File: src/hw/irq_mask_pkg.sv
// constants and types shared by the interrupt mask block
// assumes a single core clock domain and an AXI4-Lite master
package irq_mask_pkg;

    // ****************************************************************
    // sources, one bit each, order matches the mask bits
    // ****************************************************************
    typedef struct packed {
        logic serial;
        logic timer1;
        logic ext1;
        logic timer0;
        logic ext0;
    } src_t;

    localparam int SRC_N = 5;

    localparam int SERIAL_IRQ_ENABLE_BIT   = 4;
    localparam int TIMER1_IRQ_ENABLE_BIT   = 3;
    localparam int EXT_REQUEST1_ENABLE_BIT = 2;
    localparam int TIMER0_IRQ_ENABLE_BIT   = 1;
    localparam int EXT_REQUEST0_ENABLE_BIT = 0;

    // ****************************************************************
    // register map
    // ****************************************************************
    localparam int ADDR_W = 8;

    localparam logic [7:0] ADDR_ENABLE  = 8'h00;
    localparam logic [7:0] ADDR_PENDING = 8'h04;
    localparam logic [7:0] ADDR_REQUEST = 8'h08;

    localparam logic [4:0] ENABLE_RESET = 5'h00;

    typedef enum logic [1:0] {
        SEL_ENABLE,
        SEL_PENDING,
        SEL_REQUEST,
        SEL_NONE
    } sel_t;

    // ****************************************************************
    // bus answers
    // ****************************************************************
    localparam logic [1:0] RESP_OKAY   = 2'h0;
    localparam logic [1:0] RESP_SLVERR = 2'h2;

    localparam int RESET_STAGES = 2;

endpackage

File: src/hw/interrupt_enable_mask_low.sv
// low five interrupt enable bits with AXI4-Lite access
// assumes AXI4-Lite master on core_clk, flags held by sources
`timescale 1ns/10ps
`default_nettype none
module interrupt_enable_mask_low #(
    parameter int ADDR_W = irq_mask_pkg::ADDR_W
) (
    input  wire logic               core_clk,     // system clock
    input  wire logic               reset_n,      // async reset, low
    input  wire logic [ADDR_W-1:0]  awaddr,       // write address
    input  wire logic               awvalid,      // write address valid
    output var  logic               awready,      // write address ready
    input  wire logic [31:0]        wdata,        // write data
    input  wire logic [3:0]         wstrb,        // write byte strobes
    input  wire logic               wvalid,       // write data valid
    output var  logic               wready,       // write data ready
    output var  logic [1:0]         bresp,        // write response
    output var  logic               bvalid,       // write response valid
    input  wire logic               bready,       // write response ready
    input  wire logic [ADDR_W-1:0]  araddr,       // read address
    input  wire logic               arvalid,      // read address valid
    output var  logic               arready,      // read address ready
    output var  logic [31:0]        rdata,        // read data
    output var  logic [1:0]         rresp,        // read response
    output var  logic               rvalid,       // read data valid
    input  wire logic               rready,       // read data ready
    input  wire irq_mask_pkg::src_t pendingFlags, // source flags
    output var  irq_mask_pkg::src_t irqEnable,    // mask bits
    output var  irq_mask_pkg::src_t irqRequest    // gated requests
);

    // ****************************************************************
    // checks and decode
    // ****************************************************************
    if (ADDR_W < 4) begin : g_check
        $error("address too narrow for the register map");
    end

    function automatic irq_mask_pkg::sel_t regSel(
        input logic [ADDR_W-1:0] addr
    );
        logic [7:0] a;
        a = 8'(addr);
        if (ADDR_W > 8 && (addr >> 8) != '0) begin
            return irq_mask_pkg::SEL_NONE;
        end
        case (a)
            irq_mask_pkg::ADDR_ENABLE:  return irq_mask_pkg::SEL_ENABLE;
            irq_mask_pkg::ADDR_PENDING: return irq_mask_pkg::SEL_PENDING;
            irq_mask_pkg::ADDR_REQUEST: return irq_mask_pkg::SEL_REQUEST;
            default:                    return irq_mask_pkg::SEL_NONE;
        endcase
    endfunction

    // ****************************************************************
    // reset release
    // ****************************************************************
    logic rstN;

    reset_sync #(
        .STAGES (irq_mask_pkg::RESET_STAGES)
    ) u_reset_sync (
        .core_clk   (core_clk),
        .resetIn_n  (reset_n),
        .resetOut_n (rstN)
    );

    // ****************************************************************
    // state
    // ****************************************************************
    logic [4:0]        enableReg;
    logic              awHeldReg;
    logic              wHeldReg;
    logic [ADDR_W-1:0] awAddrReg;
    logic [31:0]       wDataReg;
    logic              wStrb0Reg;
    logic              bvalidReg;
    logic [1:0]        brespReg;
    logic              rvalidReg;
    logic [31:0]       rdataReg;
    logic [1:0]        rrespReg;
    logic              commit;
    logic              enableWrite;
    logic [4:0]        requestBits;

    irq_mask_pkg::sel_t wSel;
    irq_mask_pkg::sel_t rSel;

    assign wSel   = regSel(awAddrReg);
    assign rSel   = regSel(araddr);
    assign commit = awHeldReg && wHeldReg;
    assign enableWrite = commit && wSel == irq_mask_pkg::SEL_ENABLE
                         && wStrb0Reg;

    // ****************************************************************
    // write address and data capture, either order
    // ****************************************************************
    assign awready = !awHeldReg && !bvalidReg;
    assign wready  = !wHeldReg && !bvalidReg;

    always_ff @(posedge core_clk or negedge rstN) begin
        if (!rstN) begin
            awHeldReg <= 1'b0;
            awAddrReg <= '0;
        end else if (awvalid && awready) begin
            awHeldReg <= 1'b1;
            awAddrReg <= awaddr;
        end else if (commit) begin
            awHeldReg <= 1'b0;
        end
    end

    always_ff @(posedge core_clk or negedge rstN) begin
        if (!rstN) begin
            wHeldReg  <= 1'b0;
            wDataReg  <= '0;
            wStrb0Reg <= 1'b0;
        end else if (wvalid && wready) begin
            wHeldReg  <= 1'b1;
            wDataReg  <= wdata;
            wStrb0Reg <= wstrb[0];
        end else if (commit) begin
            wHeldReg <= 1'b0;
        end
    end

    // ****************************************************************
    // write response
    // ****************************************************************
    always_ff @(posedge core_clk or negedge rstN) begin
        if (!rstN) begin
            bvalidReg <= 1'b0;
            brespReg  <= irq_mask_pkg::RESP_OKAY;
        end else if (commit) begin
            bvalidReg <= 1'b1;
            brespReg  <= (wSel == irq_mask_pkg::SEL_NONE)
                         ? irq_mask_pkg::RESP_SLVERR
                         : irq_mask_pkg::RESP_OKAY;
        end else if (bready) begin
            bvalidReg <= 1'b0;
        end
    end

    assign bvalid = bvalidReg;
    assign bresp  = brespReg;

    // ****************************************************************
    // enable register, only software changes it
    // ****************************************************************
    always_ff @(posedge core_clk or negedge rstN) begin
        if (!rstN) begin
            enableReg <= irq_mask_pkg::ENABLE_RESET;
        end else if (enableWrite) begin
            enableReg <= wDataReg[4:0];
        end
    end

    assign irqEnable = irq_mask_pkg::src_t'(enableReg);

    // ****************************************************************
    // gating of flags
    // ****************************************************************
    mask_gate #(
        .N (irq_mask_pkg::SRC_N)
    ) u_mask_gate (
        .flags    (pendingFlags),
        .enables  (enableReg),
        .requests (requestBits)
    );

    assign irqRequest = irq_mask_pkg::src_t'(requestBits);

    // ****************************************************************
    // read channel
    // ****************************************************************
    assign arready = !rvalidReg;

    always_ff @(posedge core_clk or negedge rstN) begin
        if (!rstN) begin
            rvalidReg <= 1'b0;
            rdataReg  <= '0;
            rrespReg  <= irq_mask_pkg::RESP_OKAY;
        end else if (arvalid && arready) begin
            rvalidReg <= 1'b1;
            rrespReg  <= irq_mask_pkg::RESP_OKAY;
            case (rSel)
                irq_mask_pkg::SEL_ENABLE: begin
                    rdataReg <= {27'h0, enableReg};
                end
                irq_mask_pkg::SEL_PENDING: begin
                    rdataReg <= {27'h0, pendingFlags};
                end
                irq_mask_pkg::SEL_REQUEST: begin
                    rdataReg <= {27'h0, requestBits};
                end
                default: begin
                    rdataReg <= '0;
                    rrespReg <= irq_mask_pkg::RESP_SLVERR;
                end
            endcase
        end else if (rready) begin
            rvalidReg <= 1'b0;
        end
    end

    assign rvalid = rvalidReg;
    assign rdata  = rdataReg;
    assign rresp  = rrespReg;
endmodule
`default_nettype wire

File: src/hw/reset_sync.sv
// two-stage release of the asynchronous reset
// assumes resetIn_n may drop at any time, releases on the clock
`timescale 1ns/10ps
`default_nettype none
module reset_sync #(
    parameter int STAGES = irq_mask_pkg::RESET_STAGES
) (
    input  wire logic core_clk,    // system clock
    input  wire logic resetIn_n,   // raw reset, active low
    output var  logic resetOut_n   // released copy, active low
);

    logic [STAGES-1:0] stageReg;

    if (STAGES < 2) begin : g_check
        $error("reset_sync needs at least two stages");
    end

    // ****************************************************************
    // release pipe
    // ****************************************************************
    always_ff @(posedge core_clk or negedge resetIn_n) begin
        if (!resetIn_n) begin
            stageReg <= '0;
        end else begin
            stageReg <= {stageReg[STAGES-2:0], 1'b1};
        end
    end

    assign resetOut_n = stageReg[STAGES-1];

endmodule
`default_nettype wire

File: src/hw/mask_gate.sv
// per-source gating of pending flags by enable bits
// assumes flags are held by their sources until serviced
`timescale 1ns/10ps
`default_nettype none
module mask_gate #(
    parameter int N = irq_mask_pkg::SRC_N
) (
    input  wire logic [N-1:0] flags,    // pending flags
    input  wire logic [N-1:0] enables,  // mask bits
    output var  logic [N-1:0] requests  // gated requests
);

    if (N < 1) begin : g_check
        $error("mask_gate needs at least one source");
    end

    // ****************************************************************
    // one AND per source
    // ****************************************************************
    for (genvar i = 0; i < N; i++) begin : g_gate
        assign requests[i] = flags[i] & enables[i];
    end

endmodule
`default_nettype wire

File: config.mk
export PLATFORM = sky130hd
export DESIGN_NAME = interrupt_enable_mask_low
export DESIGN_NICKNAME = d
export VERILOG_FILES = /design/src/hw/irq_mask_pkg.sv /design/src/hw/interrupt_enable_mask_low.sv /design/src/hw/reset_sync.sv /design/src/hw/mask_gate.sv
export SDC_FILE = /design/constraint.sdc
export NUM_CORES = 1
export LEC_CHECK = 0
export BUFFER_PORTS_ARGS = -buffer_cell sky130_fd_sc_hd__buf_2
export CORE_ASPECT_RATIO = 0.75
export CORE_MARGIN = 4
export CORE_UTILIZATION = 43
export CTS_BUF_LIST = sky130_fd_sc_hd__clkbuf_16
export DETAILED_ROUTE_END_ITERATION = 6
export PLACE_DENSITY_LB_ADDON = 0.3
export SYNTH_ARGS = -nofsm -noshare
export SYNTH_HDL_FRONTEND = slang
export SYNTH_SLANG_ARGS = --single-unit
File: constraint.sdc
create_clock -name core_clk -period 2 [get_ports core_clk]
set_input_delay 0.2 -clock core_clk [delete_from_list [all_inputs] [get_ports core_clk]]
set_output_delay 0.2 -clock core_clk [all_outputs]
set_load 0.03 [all_outputs]
Word-level counts from Yosys, hierarchy flattened --
Index checks and enable logic that the tools add are counted.
Storage, ports and cells: output and inout bits 51, input port bits 64, word-level logic and storage cells 57, register bits 61
Cells by class: reduce and logical (&&, ||, !) cells 21, eq/ne operators 7, bitwise logic cells 5, mux-type cells 12
Operator list (count):
- 8-bit by 3-bit == test with 1-bit output, second input constant | 2
- 8-bit by 4-bit == test with 1-bit output, second input constant | 2
- 8-bit logical NOT | 2
- 5-bit case mux with 3 select lines | 1
- 2-bit case mux with 3 select lines | 2
- 1-bit logical AND | 8
- 2-bit nonzero test | 4
- 1-bit 2-to-1 mux | 7
- 1-bit bitwise AND | 5
- 2-bit == test, second input constant | 2
- 1-bit logical NOT | 4
- 2-bit logical NOT | 2
- 2-bit 2-to-1 mux | 2
- 3-bit OR reduction | 1
- 2-bit by 1-bit == test with 1-bit output, second input constant | 1

Logic depth before layout (Yosys ltp) --
depth in word-level cells 5, depth in mapped cells 4, gate-level depth less buffers 3

Hierarchy --
A second synthesis with hierarchy kept.
Unflattened totals: cells, all modules 132, area, all modules 1615.3 µm²
Modules (own cells, without submodules):
- interrupt_enable_mask_low | sequential area each 750.7 µm², times used 1, cells each 124, area an instance 1530.2 µm²
- reset_sync | sequential area each 50.0 µm², times used 1, cells each 3, area an instance 53.8 µm²
- mask_gate | sequential area each 0.0 µm², times used 1, cells each 5, area an instance 31.3 µm²

Worst setup path after synthesis --
Ideal clock, no wire load.
path type register to register, from register bvalidReg, in the netlist bvalid, to register wDataReg[0], path buffers 1, cell stages (with the launch flop) 5, period minus slack after synthesis 1.883 ns, arrival time 1.758 ns, path slack 0.117 ns, cell sequence dfrtp_1 nor2_1 and2_1 clkbuf_1 mux2_2
Between the ends: word-level cells in the longest chain between the ends 3
RTL lines:
- start, declared | RTL line interrupt_enable_mask_low.sv:77 | logic bvalidReg;
- start signal, assigned | RTL line interrupt_enable_mask_low.sv:132 | bvalidReg <= 1'b0;
- start signal, assigned | RTL line interrupt_enable_mask_low.sv:135 | bvalidReg <= 1'b1;
- start signal, assigned | RTL line interrupt_enable_mask_low.sv:140 | bvalidReg <= 1'b0;
- 1-bit logical NOT | RTL line interrupt_enable_mask_low.sv:99 | assign wready = !wHeldReg && !bvalidReg;
- 1-bit logical AND | RTL line interrupt_enable_mask_low.sv:99
- via wready | RTL line interrupt_enable_mask_low.sv:16 | output var logic wready,
- 1-bit logical AND | RTL line interrupt_enable_mask_low.sv:118 | end else if (wvalid && wready) begin
- end signal, assigned | RTL line interrupt_enable_mask_low.sv:120 | wDataReg <= wdata;
- end, declared | RTL line interrupt_enable_mask_low.sv:75 | logic [31:0] wDataReg;
The timed path passes the listed nets, and every way through them passes these cells. A chain may end at the register's enable or synchronous reset.

Worst setup path in the final report --
from register awAddrReg[1], to register enableReg[1], in the netlist irqEnable[1]
Between the ends: word-level cells in the longest chain between the ends 5, elaborated cells between the ends (all ways) 7
RTL lines:
- start, declared | RTL line interrupt_enable_mask_low.sv:74 | logic [ADDR_W-1:0] awAddrReg;
- start signal, assigned | RTL line interrupt_enable_mask_low.sv:107 | awAddrReg <= awaddr;
- 8-bit by 4-bit == test with 1-bit output (tied with other cells) | RTL line interrupt_enable_mask_low.sv:47 | case (a)
- 2-bit case mux with 3 select lines * | RTL line interrupt_enable_mask_low.sv:47
- 2-bit logical NOT * | RTL line interrupt_enable_mask_low.sv:92 | assign enableWrite = commit && wSel == irq_mask_pkg::SEL_ENABLE
- 1-bit logical AND * | RTL line interrupt_enable_mask_low.sv:92
- 1-bit logical AND * | RTL line interrupt_enable_mask_low.sv:93 | && wStrb0Reg;
- end signal, assigned | RTL line interrupt_enable_mask_low.sv:152 | enableReg <= irq_mask_pkg::ENABLE_RESET;
- end signal, assigned | RTL line interrupt_enable_mask_low.sv:154 | enableReg <= wDataReg[4:0];
- end, declared | RTL line interrupt_enable_mask_low.sv:71 | logic [4:0] enableReg;
Mark *: on every way between the ends. The rest lies on a longest branch, timed or not.

==> results.md <==
- Outcome: completed
- Wire length per cell: 12.6 microns
- H-tree depth: 2
- CP peak stage delay: 0.42 ns
- Finished Layout Cells: 248
- Final setup margin: 0.380 ns
- Crit path DAT: 1.77 ns
- Unique masters post-synth: 23
- DRC: 0
- Final Skew: 0.00614 ns
- Largest net degree at the start of global routing: 31
- CTS tree: done
- Fin. max-slew vios: 0
- Dpl hpwl: 2480 microns
- Final Cycle Share: 81.0%
- Post-synthesis compound-gate area fraction: 7.76%
- Starting Density: 46.0%
- Routed via count: 1107
- Final Hold Viols: 0
- CP Capture Point: irqEnable[1]
- XOR/XNOR Fraction of Synth Area: 0%
- Std cell rows: 18
- DRT iter0 DRCs: 66
- Vias per inst: 4.46
- Mapped Area: 1560 sq um
- Hold_buf cts: 1
- Syn Area/Cell: 11.4 sq um
- Worst Hold Margin: 0.110 ns
- Skew-Pair Late Insertion Delay: 0.27 ns
- Buf/Inv on CP: 0
- Layout cells sized above 1: 41.9%
- Max_cap viols: 0
- Fin area: 1960 sq um
- Clock transition at path regs: 0.05 ns
- Post-Synth Simple-Gate Area: 11.1%
- Final Routed Wirelength: 3110 microns
- TNS Setup: 0 ns
- FF-to-FF path depth: 3
- Reg area: 801 sq um
- Leak: 1.02 nW
- Ys flop type: dfrtp_1
- Worst path depth: 3
- Reg2reg start: awAddrReg[1]
- Yosys warnings: 0
- Reg2reg end: irqEnable[1]
- Post-Synth Adder-Cell Area: 0%
- Startpoint types: flop
- First-pass GRT wire length: 5050 microns
- Port-buffer cells: 55
- Cells along the critical path: nor4_1, nand4_1, mux2_2
- Dpl ws: 0.363 ns
- GRT overflow: 0
- Vias in the first global route: 1115
- Async SR Flop Fraction: 100%
- Tmin final: 1.62 ns
- Die width: 77.6 microns
- Setup crit start: awAddrReg[1]
- Reg2reg setup slack: 0.38 ns
- Total Nets Final: 261
- VDD IR-drop max: 0.000500 V
- Die Area: 4680 sq um
- Post-synthesis sequential area ratio: 51.2%
- F_max: 0.617 GHz
- Post-synthesis mux area share: 13.7%
- Pre-antenna DRT Iters: 5
- Setup-failing EPs final: 0
- Clock tree buffer depth: 2
- Cell family with most CP delay: simple AND/OR/NAND/NOR gates
- Min-Delay Path Class: input port to flop
- Post-synth EDFFs: 0
- Power density cells: 1290 nW/um^2
- Cell Area, Placed: 1780 sq um
- Worst Setup Path Type: flop to flop
- Core area: 3400 sq um
- Area of the multi-input gates: 622 sq um
- # placed instances: 239
- Top Ports: 115
- Die Y: 60.2 microns
- Initial antenna violation count: 0
- Post-Syn Instances: 137
- CTS sink count: 32
- Largest family of logic cells by synthesized area: buffers and inverters
- N_diodes: 0
- Placer Congestion: 0.750
- Synth-to-layout area growth: 25.0%
- Postcts setup bufs: 0
- Post-route antenna net violation count: 0
- CTS root buf: clkbuf_16
- TritonCTS buffer count: 5
- Fillers: 280
- Global router's overall resource usage: 13.8%
- Worst path required time: 2.15 ns
- RSZ-0062 raised after global routing: false
- Critical Path End Type: flop
- Crit path max fanout: 5
- Critical path's slowest cell: nor4_1
- Post-CTS sizing: 0
- #FFs+latches synth: 32
-- worst min-delay path by stage --
| stage | from | cells past startpoint | slack (ns) | to |
|---|---|---|---|---|
| 2_1_floorplan | reset_n | 0 | -0.1 | u_reset_sync.stageReg[0] |
| 3_3_place_gp | reset_n | 1 | -0.01 | u_reset_sync.stageReg[1] |
| 3_5_place_dp | reset_n | 1 | -0.009 | u_reset_sync.stageReg[1] |
| 4_1_cts | rready | 2 | 0.11 | rvalid |
| 5_1_grt | rready | 2 | 0.11 | rvalid |
| 6_report | rready | 2 | 0.11 | rvalid |
-- cells in the mapped netlist (2+ instances only) --
master | number | share of area [%]
and2_1 | 7 | 2.8
mux2_2 | 19 | 14
a32oi_1 | 5 | 2.8
nand2b_1 | 6 | 2.4
buf_2 | 2 | 0.64
a21o_1 | 2 | 0.96
o21ai_1 | 5 | 1.6
buf_4 | 29 | 14
or4_4 | 2 | 1.4
dfrtp_1 | 32 | 51
nand2_1 | 8 | 1.9
nor2_1 | 3 | 0.72
o21ai_0 | 3 | 0.96
conb_1 | 2 | 0.48
inv_1 | 4 | 0.96
-- cell usage in the layout, fill, tap and decap left out, drive strengths merged, types with 2 or more instances in the layout --
cell type and n:
nand2b 6, nand2 8, inv 4, dfrtp 32, o21ai 8, conb 30, nor2 3, clkbuf 5
buf 56, mux2 19, and2 7, clkinv 2, or4 2, a32oi 5, a21o 2
-- final cells by class --
type                    instances  area share (%)
clock inverters                 3            1.92
flip-flops and latches         32            40.9
clock buffers                   5            6.40
repair buffers                 57            15.0
multi-input cells              97            31.8
well taps                      50            3.20
inverters                       4           0.768
-- flip-flops by register name (all words and copies together), names as in the netlist --
| name | count |
|---|---|
| awHeldReg | 1 |
| rresp | 1 |
| wDataReg | 5 |
| wStrb0Reg | 1 |
| bvalid | 1 |
| bresp | 1 |
| rvalid | 1 |
| awAddrReg | 8 |
| irqEnable | 5 |
| rdata | 5 |
| u_reset_sync.stageReg | 2 |
| wHeldReg | 1 |
-- per-stage QoR --
step	util (%)	total power, mW
after floorplan	-	1.56
after global placement	52.4	1.67
after detailed placement	52.4	1.71
after CTS	57.5	2.55
after global routing	57.5	2.66
final	57.5	2.52
-- metal layers --
metal,GRT usage [%],wire length [microns],part of all wire [%]
met1,15.9,1270,41
met2,23.9,1520,49
met3,3.46,254,8.2
met4,7.36,64,2.1
met5,0,0,0
-- report_power, final --
group / internal (mW) / switching [mW] / total (mW)
sequential: 0.855 / 0.126 / 0.982
combinational: 0.293 / 0.413 / 0.706
clock: 0.577 / 0.251 / 0.828
total: 1.73 / 0.790 / 2.52
-- cell families (layout without fill, tap and decap cells) --
logic type / count (synthesis) / after routing
other: 2 / 30
AOI/OAI and AO/OA: 18 / 18
buffers and inverters: 36 / 69
DFF: 32 / 32
and+or+nand+nor: 30 / 30
muxes: 19 / 19
Power figures use the tool's default switching activity.
